## src/verilog/cic_pkg.sv

```systemverilog
`default_nettype none
// ****************************************************************
// Package for the core interrupt control block
// ****************************************************************
package cic_pkg;

    // Register indexes; the APB byte address is four times the index
    localparam logic [9:0] IRQ_CTRL_IDX_BANK0 = 10'h00B;
    localparam logic [9:0] IRQ_CTRL_IDX_BANK1 = 10'h08B;
    localparam logic [9:0] IRQ_CTRL_IDX_BANK2 = 10'h10B;
    localparam logic [9:0] IRQ_CTRL_IDX_BANK3 = 10'h18B;
    localparam logic [9:0] CONFIG_IDX       = 10'h1C0;
    localparam logic [9:0] PIN_CHG_EN_IDX   = 10'h1C1;
    localparam logic [9:0] PERIPH_EN_IDX    = 10'h1C2;
    localparam logic [9:0] EVT_STATUS_IDX   = 10'h1C3;
    localparam logic [9:0] EVT_MASK_IDX     = 10'h1C4;

    // Field positions in interrupt_control
    localparam int GLOBAL_IRQ_ENABLE_BIT     = 7;
    localparam int PERIPH_GROUP_ENABLE_BIT   = 6;
    localparam int TIMER_ZERO_OVF_ENABLE_BIT = 5;
    localparam int EXT_PIN_IRQ_ENABLE_BIT    = 4;
    localparam int PORTB_CHANGE_ENABLE_BIT   = 3;
    localparam int TIMER_ZERO_OVF_FLAG_BIT   = 2;
    localparam int EXT_PIN_IRQ_FLAG_BIT      = 1;
    localparam int PORTB_CHANGE_FLAG_BIT     = 0;

    // Field positions in the configuration and event registers
    localparam int EXT_EDGE_SELECT_BIT = 0;
    localparam int EVT_TIMER_BIT       = 0;
    localparam int EVT_EXT_PIN_BIT     = 1;
    localparam int EVT_PORTB_BIT       = 2;
    localparam int EVT_CPU_REQ_BIT     = 3;

    // Values after reset
    localparam logic [7:0] INTERRUPT_CONTROL_RST = 8'h00;
    localparam logic [7:0] PIN_CHG_EN_RST        = 8'h00;
    localparam logic [7:0] PERIPH_EN_RST         = 8'h00;
    localparam logic       EXT_EDGE_SELECT_RST   = 1'h1;
    localparam logic [3:0] EVT_STATUS_RST        = 4'h0;
    localparam logic [3:0] EVT_MASK_RST          = 4'h0;
    localparam logic [2:0] SYNC_RST              = 3'h0;

    // Register selected by an APB address
    typedef enum logic [2:0] {
        CIC_SEL_NONE   = 3'b000,
        CIC_SEL_IRQ_CTRL = 3'b001,
        CIC_SEL_CONFIG = 3'b010,
        CIC_SEL_PCE    = 3'b011,
        CIC_SEL_PIE    = 3'b100,
        CIC_SEL_STATUS = 3'b101,
        CIC_SEL_MASK   = 3'b110
    } cic_sel_t;

    // APB request from the master
    typedef struct packed {
        logic        psel;
        logic        penable;
        logic        pwrite;
        logic [11:0] paddr;
        logic [31:0] pwdata;
    } cic_apb_req_t;

    // APB answer to the master
    typedef struct packed {
        logic        pready;
        logic        pslverr;
        logic [31:0] prdata;
    } cic_apb_rsp_t;

endpackage
`default_nettype wire

```

## src/verilog/cic_core.sv

```systemverilog
// Function
// (RL1) Interrupt control mirrored at four bank addresses
// (RL2) Bit 5 enables timer zero overflow request
// (RL3) Bit 4 enables external pin interrupt
// (RL4) Bit 3 enables port B change interrupt
// (RL5) Per-pin enable qualifies port B change detection
// (RL6) Bit 6 gates all peripheral sources
// (RL7) Each peripheral flag gated by own enable
// (RL8) Flags set regardless of any enable; the port B flag here still needs its per-pin enable
// (RL9) Edge select picks rising or falling pin edge
// (RL10) Global bit 7 gates request; flags sticky
`timescale 1ns/1ps
`default_nettype none

module cic_core (
    // Clock, reset and register bus
    input  wire  logic                  CLK_IN,
    input  wire  logic                  RST_N_IN,
    input  wire  cic_pkg::cic_apb_req_t APB_REQ_IN,
    output var   cic_pkg::cic_apb_rsp_t APB_RSP_OUT,
    // Event sources
    input  wire  logic                  TIMER_ZERO_OVF_IN,
    input  wire  logic                  EXTERNAL_IRQ_PIN_IN,
    input  wire  logic [7:0]            PORTB_PINS_IN,
    input  wire  logic [7:0]            PERIPH_FLAGS_IN,
    // Requests to the core
    output logic                        CPU_IRQ_OUT,
    output logic                        IRQ_OUT
);
    import cic_pkg::*;

    // ****************************************************************
    // State
    // ****************************************************************

    typedef struct packed {
        // Software-visible registers
        logic [7:0]       irq_ctrl;
        logic [7:0]       pin_chg_en;
        logic [7:0]       periph_en;
        logic             ext_edge_select;
        logic [3:0]       evt_status;
        logic [3:0]       evt_mask;
        // Pin synchronisers and last agreed levels
        logic [2:0]       ext_sync;
        logic             ext_level;
        logic [2:0][7:0]  pb_sync;
        logic [7:0]       pb_level;
        // Registered outputs and read data
        logic             cpu_req;
        logic             irq;
        logic [31:0]      prdata;
    } cic_state_t;

    // Current copy and the copy for the next edge
    cic_state_t state;
    cic_state_t next_state;

    // ****************************************************************
    // Address decode
    // ****************************************************************

    // Any of the four bank copies of the control register
    function automatic logic is_irq_ctrl_idx(input logic [9:0] idx);
        is_irq_ctrl_idx = (idx == IRQ_CTRL_IDX_BANK0) ||
                          (idx == IRQ_CTRL_IDX_BANK1) ||
                          (idx == IRQ_CTRL_IDX_BANK2) ||
                          (idx == IRQ_CTRL_IDX_BANK3); // [RL1]
    endfunction

    // Shared by the read and write paths so both see the same map
    function automatic cic_sel_t decode_addr(input logic [11:0] addr);
        logic [9:0] idx;
        idx = addr[11:2];
        decode_addr = CIC_SEL_NONE;
        // Misaligned byte addresses reach no register
        if (addr[1:0] == 2'h0) begin
            // All four banks land on one physical register
            if (is_irq_ctrl_idx(idx)) begin
                decode_addr = CIC_SEL_IRQ_CTRL; // [RL1]
            end else if (idx == CONFIG_IDX) begin
                decode_addr = CIC_SEL_CONFIG;
            end else if (idx == PIN_CHG_EN_IDX) begin
                decode_addr = CIC_SEL_PCE;
            end else if (idx == PERIPH_EN_IDX) begin
                decode_addr = CIC_SEL_PIE;
            end else if (idx == EVT_STATUS_IDX) begin
                decode_addr = CIC_SEL_STATUS;
            end else if (idx == EVT_MASK_IDX) begin
                decode_addr = CIC_SEL_MASK;
            end
        end
    endfunction

    // ****************************************************************
    // Bus handshake
    // ****************************************************************

    // Decoded request qualifiers
    cic_sel_t   sel;
    logic       access;
    logic       setup_rd;
    logic       wr_en;

    // Zero wait states: every access phase completes at once
    // so pready is never held low
    assign sel      = decode_addr(APB_REQ_IN.paddr);
    assign access   = APB_REQ_IN.psel & APB_REQ_IN.penable;
    assign setup_rd = APB_REQ_IN.psel & ~APB_REQ_IN.penable & ~APB_REQ_IN.pwrite;
    assign wr_en    = access & APB_REQ_IN.pwrite;

    // One assignment, so the answer struct has a single driver
    // pslverr marks unmapped or misaligned words
    assign APB_RSP_OUT = '{
        pready:  access,
        pslverr: access & (sel == CIC_SEL_NONE),
        prdata:  state.prdata
    };

    // ****************************************************************
    // Source events
    // ****************************************************************

    // Event and request terms
    logic        ext_agree;
    logic        ext_edge;
    logic [7:0]  pb_agree;
    logic [7:0]  pb_change;
    logic        tmr_evt;
    logic        ext_evt;
    logic        pb_evt;
    logic        periph_req;
    logic        src_req;
    logic        tmr_req;
    logic        ext_req;
    logic        pb_req;

    // ****************************************************************
    // Synchronisers
    // ****************************************************************

    // Pin levels count only once stages two and three agree
    assign ext_agree = (state.ext_sync[1] == state.ext_sync[2]);
    assign pb_agree  = ~(state.pb_sync[1] ^ state.pb_sync[2]);

    // ****************************************************************
    // Event detection
    // ****************************************************************

    // Edge polarity follows the configured select
    // Level starts low, so a pin high at reset gives one edge
    assign ext_edge = ext_agree & (state.ext_sync[2] != state.ext_level) &
                      (state.ext_sync[2] == state.ext_edge_select); // [RL9]

    // Only enabled pins may raise the port change flag
    assign pb_change = pb_agree & (state.pb_sync[2] ^ state.pb_level) &
                       state.pin_chg_en; // [RL5]

    // Flags rise on their conditions with no regard to the control enables; port B still needs a pin enable
    // The timer pulse is already on this clock
    assign tmr_evt = TIMER_ZERO_OVF_IN; // [RL8]
    assign ext_evt = ext_edge;          // [RL8]
    assign pb_evt  = |pb_change;        // [RL8]

    // ****************************************************************
    // Request terms
    // ****************************************************************

    // Peripheral flags gated one by one, then by the group bit
    assign periph_req = state.irq_ctrl[PERIPH_GROUP_ENABLE_BIT] &        // [RL6]
                        (|(PERIPH_FLAGS_IN & state.periph_en));          // [RL7]

    // Each source asks only while its own enable is set
    assign tmr_req = state.irq_ctrl[TIMER_ZERO_OVF_ENABLE_BIT] &
                     state.irq_ctrl[TIMER_ZERO_OVF_FLAG_BIT];            // [RL2]
    assign ext_req = state.irq_ctrl[EXT_PIN_IRQ_ENABLE_BIT] &
                     state.irq_ctrl[EXT_PIN_IRQ_FLAG_BIT];               // [RL3]
    assign pb_req  = state.irq_ctrl[PORTB_CHANGE_ENABLE_BIT] &
                     state.irq_ctrl[PORTB_CHANGE_FLAG_BIT];              // [RL4]

    // Combined unmasked sources before the global gate
    assign src_req = tmr_req | ext_req | pb_req | periph_req;

    // ****************************************************************
    // Next state
    // ****************************************************************

    always_comb begin
        logic [7:0] wdata;
        logic [3:0] evts;
        wdata = APB_REQ_IN.pwdata[7:0];
        evts  = 4'h0;
        // Every field holds unless changed below
        next_state = state;

        // Three-stage synchronisers; the first stage feeds only the second
        next_state.ext_sync = {state.ext_sync[1:0], EXTERNAL_IRQ_PIN_IN};
        next_state.pb_sync  = {state.pb_sync[1:0], PORTB_PINS_IN};
        // Levels move only when stages two and three agree
        if (ext_agree) begin
            next_state.ext_level = state.ext_sync[2];
        end
        for (int i = 0; i < 8; i++) begin
            if (pb_agree[i]) begin
                next_state.pb_level[i] = state.pb_sync[2][i];
            end
        end

        // Software writes; control flags are cleared by writing zero, status bits by writing one
        if (wr_en) begin
            unique case (sel)
                // Whole byte written; a zero clears a flag
                CIC_SEL_IRQ_CTRL: begin
                    next_state.irq_ctrl = wdata; // [RL1] [RL10]
                end

                // Edge select lives alone in bit 0
                CIC_SEL_CONFIG: begin
                    next_state.ext_edge_select = wdata[EXT_EDGE_SELECT_BIT];
                end

                // Per-pin change enables
                CIC_SEL_PCE: begin
                    next_state.pin_chg_en = wdata;
                end

                // Peripheral enables
                CIC_SEL_PIE: begin
                    next_state.periph_en = wdata;
                end

                // Write one to clear; zeros leave bits alone
                CIC_SEL_STATUS: begin
                    next_state.evt_status = state.evt_status & ~wdata[3:0];
                end

                // Mask for the level output
                CIC_SEL_MASK: begin
                    next_state.evt_mask = wdata[3:0];
                end

                // Unmapped words get an error and are dropped
                CIC_SEL_NONE: begin
                    next_state.irq_ctrl = state.irq_ctrl;
                end
            endcase
        end

        // Hardware sets after the write so a same-cycle event is never lost
        // The set therefore wins over a clearing write
        if (tmr_evt) begin
            next_state.irq_ctrl[TIMER_ZERO_OVF_FLAG_BIT] = 1'b1; // [RL8] [RL10]
        end

        if (ext_evt) begin
            next_state.irq_ctrl[EXT_PIN_IRQ_FLAG_BIT] = 1'b1; // [RL8] [RL10]
        end

        if (pb_evt) begin
            next_state.irq_ctrl[PORTB_CHANGE_FLAG_BIT] = 1'b1; // [RL8] [RL10]
        end

        // Request to the core only while the global bit is set
        // Registered, so the core sees it one cycle after the flag
        next_state.cpu_req = state.irq_ctrl[GLOBAL_IRQ_ENABLE_BIT] & src_req; // [RL10]

        // Sticky event log for the level interrupt output
        evts[EVT_TIMER_BIT]   = tmr_evt;
        evts[EVT_EXT_PIN_BIT] = ext_evt;
        evts[EVT_PORTB_BIT]   = pb_evt;
        // Bit 3 logs a rising edge of the core request
        evts[EVT_CPU_REQ_BIT] = next_state.cpu_req & ~state.cpu_req;
        next_state.evt_status = next_state.evt_status | evts;
        // Level output trails status and mask by one cycle
        next_state.irq = |(state.evt_status & state.evt_mask);

        // Read data is latched in the setup phase
        // and stands until the next read setup
        if (setup_rd) begin
            next_state.prdata = 32'h0000_0000;
            unique case (sel)
                CIC_SEL_IRQ_CTRL: begin
                    next_state.prdata[7:0] = state.irq_ctrl; // [RL1]
                end

                CIC_SEL_CONFIG: begin
                    next_state.prdata[EXT_EDGE_SELECT_BIT] = state.ext_edge_select;
                end

                CIC_SEL_PCE: begin
                    next_state.prdata[7:0] = state.pin_chg_en;
                end

                CIC_SEL_PIE: begin
                    next_state.prdata[7:0] = state.periph_en;
                end

                CIC_SEL_STATUS: begin
                    next_state.prdata[3:0] = state.evt_status;
                end

                CIC_SEL_MASK: begin
                    next_state.prdata[3:0] = state.evt_mask;
                end

                CIC_SEL_NONE: begin
                    next_state.prdata = 32'h0000_0000;
                end
            endcase
        end
    end

    // ****************************************************************
    // Registers
    // ****************************************************************

    // Synchronous reset; every field takes a constant
    // Synchronisers clear too, so pins held high look like an edge
    always_ff @(posedge CLK_IN) begin
        if (!RST_N_IN) begin
            // Registers as software first sees them
            state.irq_ctrl        <= INTERRUPT_CONTROL_RST;
            state.pin_chg_en      <= PIN_CHG_EN_RST;
            state.periph_en       <= PERIPH_EN_RST;
            state.ext_edge_select <= EXT_EDGE_SELECT_RST;
            state.evt_status      <= EVT_STATUS_RST;
            state.evt_mask        <= EVT_MASK_RST;

            // Pin history
            state.ext_sync        <= SYNC_RST;
            state.ext_level       <= 1'b0;
            state.pb_sync         <= '0;
            state.pb_level        <= 8'h00;

            // Outputs and read data quiet
            state.cpu_req         <= 1'b0;
            state.irq             <= 1'b0;
            state.prdata          <= 32'h0000_0000;
        end else begin
            state <= next_state;
        end
    end

    // ****************************************************************
    // Outputs
    // ****************************************************************

    // Registered request outputs
    assign CPU_IRQ_OUT = state.cpu_req;
    assign IRQ_OUT     = state.irq;

endmodule
`default_nettype wire

```

## config.mk

```make
export PLATFORM = sky130hd
export DESIGN_NAME = cic_core
export DESIGN_NICKNAME = d
export VERILOG_FILES = /design/src/verilog/cic_pkg.sv /design/src/verilog/cic_core.sv
export SDC_FILE = /design/constraint.sdc
export NUM_CORES = 1
export LEC_CHECK = 0
export ABC_AREA = 0
export BUFFER_PORTS_ARGS = -buffer_cell sky130_fd_sc_hd__buf_2
export CORE_ASPECT_RATIO = 0.75
export CORE_MARGIN = 2
export CORE_UTILIZATION = 49
export DETAILED_ROUTE_END_ITERATION = 10
export PLACE_DENSITY = 0.77
export REMOVE_ABC_BUFFERS = 1
export SYNTH_ARGS = -nofsm -noshare
export SYNTH_HDL_FRONTEND = slang
export SYNTH_SLANG_ARGS = --single-unit
```

## constraint.sdc

```tcl
create_clock -name CLK_IN -period 5.8 [get_ports CLK_IN]
set_input_delay 1.16 -clock CLK_IN [delete_from_list [all_inputs] [get_ports CLK_IN]]
set_output_delay 1.16 -clock CLK_IN [all_outputs]
set_load 0.01 [all_outputs]
```

# ---- Yosys cells after proc, flatten, opt, wreduce, memory -nomap -nowiden
# Cells that the tools add are included.
dict set report classes {
  eq_ne 18
  n_reduce_logical 22
  n_bitwise 29
  n_mux 20
}
# op n
set op_table {}
lappend op_table {{$eq 10x9->1 const B} 7}
lappend op_table {{$mux 28} 1}
lappend op_table {{$and 8x8->8} 3}
lappend op_table {{$mux 3} 8}
lappend op_table {{$mux 8} 2}
lappend op_table {{$reduce_and 2->1} 8}
lappend op_table {{$reduce_or 8->1} 2}
lappend op_table {{$xor 8x8->8} 2}
lappend op_table {{$pmux 3 s5} 1}
lappend op_table {{$and 1x1->1} 13}
lappend op_table {{$pmux 4 s3} 1}
lappend op_table {{$reduce_bool 2->1} 6}
lappend op_table {{$eq 10x4->1 const B} 1}
lappend op_table {{$eq 10x8->1 const B} 1}
lappend op_table {{$eq 3x3->1 const B} 3}
lappend op_table {{$and 4x4->4} 2}
lappend op_table {{$mux 4} 2}
lappend op_table {{$not 8->8} 1}
lappend op_table {{$pmux 1 s7} 1}
lappend op_table {{$eq 3x2->1 const B} 2}
lappend op_table {{$mux 1} 4}
lappend op_table {{$not 4->4} 1}
lappend op_table {{$or 4x4->4} 1}
lappend op_table {{$reduce_or 4->1} 1}
lappend op_table {{other kinds (8)} 15}
dict set report word_totals {
  in_bits 67
  regBits 79
  wordCells 114
}

# ---- Depth between registers and ports, before layout
# Gate-level depths: netlist of the first run.
dict set report logic_depth {
  depth_word 12
  ltp_mapped 6
  depth_no_buf 5
}

# ---- Worst setup path after synthesis of the first run
# OpenSTA, ideal clock, no wires.
dict set report synth_timing {
  kind {input-to-output}
  start {input APB_REQ_IN[38] (netlist name)}
  end {output APB_RSP_OUT[32] (netlist name)}
  path_buffers 1
  setup_slack_ns 2.352
  arrival_ns 2.288
  t_required_ns 4.640
  stages 4
  path_cell_list {or4_4 or2_0 buf_2 o21a_1}
}
# item line_no
set synth_rtl {}
lappend synth_rtl {{start, declared} cic_core.sv:19} ;# input wire cic_pkg::cic_apb_req_t APB_REQ_IN,
lappend synth_rtl {{end, declared} cic_core.sv:20} ;# output var cic_pkg::cic_apb_rsp_t APB_RSP_OUT,

==> qor.csv, run 1 <==
metric,value,unit
status,"complete, no violations",
drc_errors,0,
min_period,3.71,ns
yosys.area.top_type_share,0.439,
cts_buffers,9,
yosys.area.top_type,dfxtp_1,
path_buf_inv,2,
ys_ff_latch,79,
clockBufferDepth,2,
syn_avg_cell_area,9.46,sq um
cts_root_buf,clkbuf_8,
drtAntennaViolNets,0,
layout.nets,490,
p_per_area,252,nW/um^2
row_count,27,
layout-drive-gt1-share,0.175,
die_x,103,um
syn_to_final_growth,10.2,%
fin_area,3970,sq um
synth.area.top_cells,"dfxtp_1, mux2i_1, buf_4",
seqPwrFrac,0.558,
path_depth,5,
critPathCaptureType,output port,
reg2regPathDepth,5,
cpPeakStageDelay,0.57,ns
cts_tree,built,
postCtsSetupBuffers,0,
critPathRequiredTime,4.64,ns
p_int,0.748,mW
crit_slowest_cell,or4_4,
port_buffers,54,
cp_max_fo,9,
grt_use_total,0.205,
relSlewSlack,0.474,
holdPathStages,1,
grt_max_degree,60,
max_cap_viol_count,0,
p_leak,1.67,nW
grt_overflow,0,
hold_violations,0,
timing.fmax,0.270,GHz
h-tree-depth,3,
cp-start-kind,input pin,
place_congestion,0.926,
finalPower,1.00,mW
synth_cell_type_count,48,
yosysMostFrequentCell,dfxtp_1,
finalSetupViolCount,0,
place_area,3790,sq um
grt_pass1_vias,2568,
drv_slew,0,
synth_edf_count,0,
final-seq-area,1580,sq um
syn_area,3600,sq um
synthArstFlopShare,0,
tns,0,ns
dp_hpwl,5660,um
yosysWarnings,0,
critPathKind,in2out,
io_pins,103,
synth_ff_type,dfxtp_1,
min_path_type,reg2reg,
fin_crit_sh,0.639,
initial_utilization,0.499,
rsz0062_at_grt,false,
multi_input_area,1790,sq um
ys_top_cells_by_count,"dfxtp_1, buf_4, and2_1, mux2i_1, nor2b_1",
coreArea,7230,sq um
vias,2811,
die_area,8070,sq um
fill_cells,691,
cts-hold-fix-buffers,0,
p_comb_frac,0.066,
synth-seq-area-share,0.439,
wire_per_inst,14.6,um
insertedDiodeCount,0,
clkPwrFrac,0.376,
grt_first_pass_wirelength,12500,um
worstPathCellList,buf_2 > or4_4 > or2_0 > o21a_1 > buf_2,
first_iter_violations,194,
syn_inst,381,
first_pass_iters,5,
ctsResizeCount,0,
worstPathArrival,2.55,ns
clk_pin_slew,0.08,ns
tightest_slew,0.789,ns
clock-sinks,79,
sw_frac_of_total,0.252,
wl,7720,um
dieHeight,78.3,um
clk_latency,0.36,ns
path_common_cell,buf_2,
p_switching,0.252,mW
peakVddDrop,0.139,mV
critical-path-top-delay-family,simple AND/OR/NAND/NOR gates,
vias_per_cell,5.31,
finClkSkew,0.00869,ns
antenna_found_initial,0,
==> kinds of logic after synthesis <==
family / Yosys count / share of synthesized area
muxes: 29 / 0.0805
AOI/OAI and AO/OA: 85 / 0.158
buffers and inverters: 52 / 0.0896
and+or+nand+nor: 135 / 0.232
other: 1 / 0.00104
DFF: 79 / 0.439
==> registers in the layout, summed over array words and instances, names as in the netlist <==
| signal | cells |
|---|---|
| next_state | 18 |
| CPU_IRQ_OUT | 1 |
| IRQ_OUT | 1 |
| state | 51 |
| APB_RSP_OUT | 8 |
==> routing by layer <==
layer  share of wire  up-vias  track usage
met5               0        -            0
met4           0.014        0       0.0737
met3           0.077       16       0.0632
met2            0.43      117        0.300
met1            0.48     1293        0.283
li1                -     1385            -
==> stage by stage <==
step                      std cells  hold WS (ns)  worst slack (ns)   util
after floorplan                 357         0.406              2.36      -
after global placement          513         0.411              2.08  0.524
after detailed placement        513         0.415              2.09  0.524
after global routing            529         0.450              2.04  0.549
final                           529         0.431              2.09  0.549
after CTS                       529         0.435              2.09  0.549
==> path summary, 6_finish.rpt <==
| check | startpoint | endpoint | slack (ns) |
|---|---|---|---|
| worst min register to register | next_state[56] | next_state[64] | 0.43 |
| worst max register to register | state[35] | state[76] | 4.18 |
| worst max-delay path | APB_REQ_IN[38] | APB_RSP_OUT[32] | 2.09 |
| worst min-delay path | next_state[56] | next_state[64] | 0.43 |
==> power groups by stage <==
stage	registers [mW]	clock network, mW	logic (mW)
3_5_place_dp	0.570	0	0.0655
4_1_cts	0.558	0.388	0.0657
3_3_place_gp	0.570	0	0.0653
6_report	0.558	0.376	0.0663
5_1_grt	0.559	0.412	0.0738
2_1_floorplan	0.569	0	0.0306
==> layout by cell type, fill, tap and decap left out, drive strengths merged, types with 7 or more instances in the layout <==
cell    synthesis  final
nor2            7      7
mux2i          29     29
o21ai          29     29
and2           29     29
nand2          23     23
conb            1     24
clkbuf         10     11
inv             5      7
a21boi         16     16
a22oi          15     15
buf            37     55
dfxtp          79     79
nor2b          25     25
nand3          15     15
==> layout make-up <==
cell class | instances | share of cell area
multi-input combinational | 273 | 0.450
sequential | 79 | 0.398
timing repair buffer | 55 | 0.0699
clock buffer | 11 | 0.0356
tap | 101 | 0.0318
clock inverter | 5 | 0.00977
inverter | 5 | 0.00473
Note: power is estimated with default switching activity, not from simulation.
==> run 2, diff against run 1 <==
==> constraint.sdc (replaced) <==
create_clock -name CLK_IN -period 3.6 [get_ports CLK_IN]
set_input_delay 0.72 -clock CLK_IN [delete_from_list [all_inputs] [get_ports CLK_IN]]
set_output_delay 0.72 -clock CLK_IN [all_outputs]
set_load 0.01 [all_outputs]
==> run 2 against run 1 <==
Wire length rose by 0.31%. Clock power rose by 73%. Hold slack improved by 0.0022 ns. Die area did not move. Critical path type unchanged. Largest cell class unchanged.
==> qor.csv, run 2 (same netlist as run 1, synthesis figures left out) <==
metric,value,unit
layout-drive-gt1-share,0.178,
cts_tree,built,
critPathCaptureType,output port,
antenna_found_initial,0,
min_period,2.86,ns
fill_cells,707,
cts-hold-fix-buffers,0,
place_congestion,0.917,
clockBufferDepth,2,
fin_area,3990,sq um
io_pins,103,
drc_errors,0,
cp_max_fo,9,
reg2regPathDepth,5,
holdPathStages,1,
syn_to_final_growth,10.6,%
worstPathArrival,2.14,ns
p_leak,1.68,nW
path_common_cell,buf_2,
postCtsSetupBuffers,0,
hold_violations,0,
clk_pin_slew,0.08,ns
critPathKind,in2out,
tightest_slew,0.616,ns
dp_hpwl,5750,um
insertedDiodeCount,0,
critPathRequiredTime,2.88,ns
row_count,27,
max_cap_viol_count,0,
cts_root_buf,clkbuf_8,
drtAntennaViolNets,0,
r2r_setup_slack,2.00,ns
p_per_area,416,nW/um^2
top_register,state,
grt_max_degree,51,
grt_pass1_vias,2535,
finalNonFillerCells,529,
grt_overflow,0,
min_path_type,reg2reg,
grt_use_total,0.204,
largest_register_ffs,51,
cts_buffers,9,
layout_commonest_cell,dfxtp_1,
first_pass_iters,4,
clock-sinks,79,
timing.fmax,0.350,GHz
ctsResizeCount,0,
initial_utilization,0.499,
hold_path.startpoint,next_state[56],
rr_startpoint,state[35],
rsz0062_at_grt,false,
clk_latency,0.35,ns
relSlewSlack,0.588,
grt_first_pass_wirelength,12700,um
coreArea,7230,sq um
first_iter_violations,139,
final_cell_mix,"dfxtp_1, buf_2, and2_1, mux2i_1, nor2b_1",
finClkSkew,0.00551,ns
drv_slew,0,
peakVddDrop,0.281,mV
critical-path-top-delay-family,simple AND/OR/NAND/NOR gates,
path_buf_inv,2,
wl,7750,um
cpPeakStageDelay,0.57,ns
finalSetupViolCount,0,
cp-start-kind,input pin,
layout.nets,490,
vias_per_cell,5.26,
h-tree-depth,3,
die_x,103,um
tns,0,ns
hold_path_end,next_state[64],
wire_per_inst,14.6,um
r2r_end,state[95],
place_area,3790,sq um
die_area,8070,sq um
vias,2784,
place_inst,513,
finalPower,1.66,mW
worstPathCellList,buf_2 > or4_4 > or2_0 > o21a_1 > buf_2,
fin_crit_sh,0.794,
dieHeight,78.3,um
status,"complete, no violations",
port_buffers,54,
crit_slowest_cell,or4_4,
run 2: changes by cell type in the layout (fill, tap and decap cells not counted), sizes merged:
| cell | previous run | this run |
|---|---|---|
| clkbuf | 11 | 9 |
| clkinv | 2 | 4 |
| bufinv | 0 | 1 |
| inv | 7 | 6 |
run 2: worst max path at each step:
stage,from,end,slack (ns),depth (start not counted)
global placement,APB_REQ_IN[37],state[87],0.70,6
CTS,APB_REQ_IN[38],APB_RSP_OUT[32],0.74,5
detailed placement,APB_REQ_IN[37],state[87],0.71,6
global route,APB_REQ_IN[38],APB_RSP_OUT[32],0.66,5
finish,APB_REQ_IN[38],APB_RSP_OUT[32],0.74,5
floorplan,APB_REQ_IN[38],APB_RSP_OUT[32],1.04,3
run 2: stage by stage:
| stage | util | hold WS [ns] | setup slack [ns] |
|---|---|---|---|
| after floorplan | - | 0.406 | 1.04 |
| after global placement | 0.524 | 0.411 | 0.696 |
| after detailed placement | 0.524 | 0.416 | 0.706 |
| after CTS | 0.552 | 0.439 | 0.737 |
| after global routing | 0.552 | 0.457 | 0.659 |
| final | 0.552 | 0.433 | 0.742 |
run 2: metal layers:
layer / routed length (um) / GRT usage / vias up
met5: 0 / 0 / -
met4: 46 / 0.0447 / 0
met3: 543 / 0.0516 / 6
met2: 3340 / 0.294 / 80
met1: 3820 / 0.307 / 1313
li1: - / - / 1385
run 2: power breakdown:
group	total (mW)	switching, mW	internal, mW
logic	0.107	0.0655	0.0414
clock network	0.652	0.330	0.322
registers	0.898	0.00963	0.889
run 2: final cells by class:
class                      instances  area, sq um  area share
inverter                           5         18.8     0.00471
multi-input combinational        273         1790       0.448
sequential                        79         1580       0.397
clock buffer                       9          124      0.0311
timing repair buffer              55          278      0.0697
clock inverter                     7         72.6      0.0182
tap                              101          126      0.0317
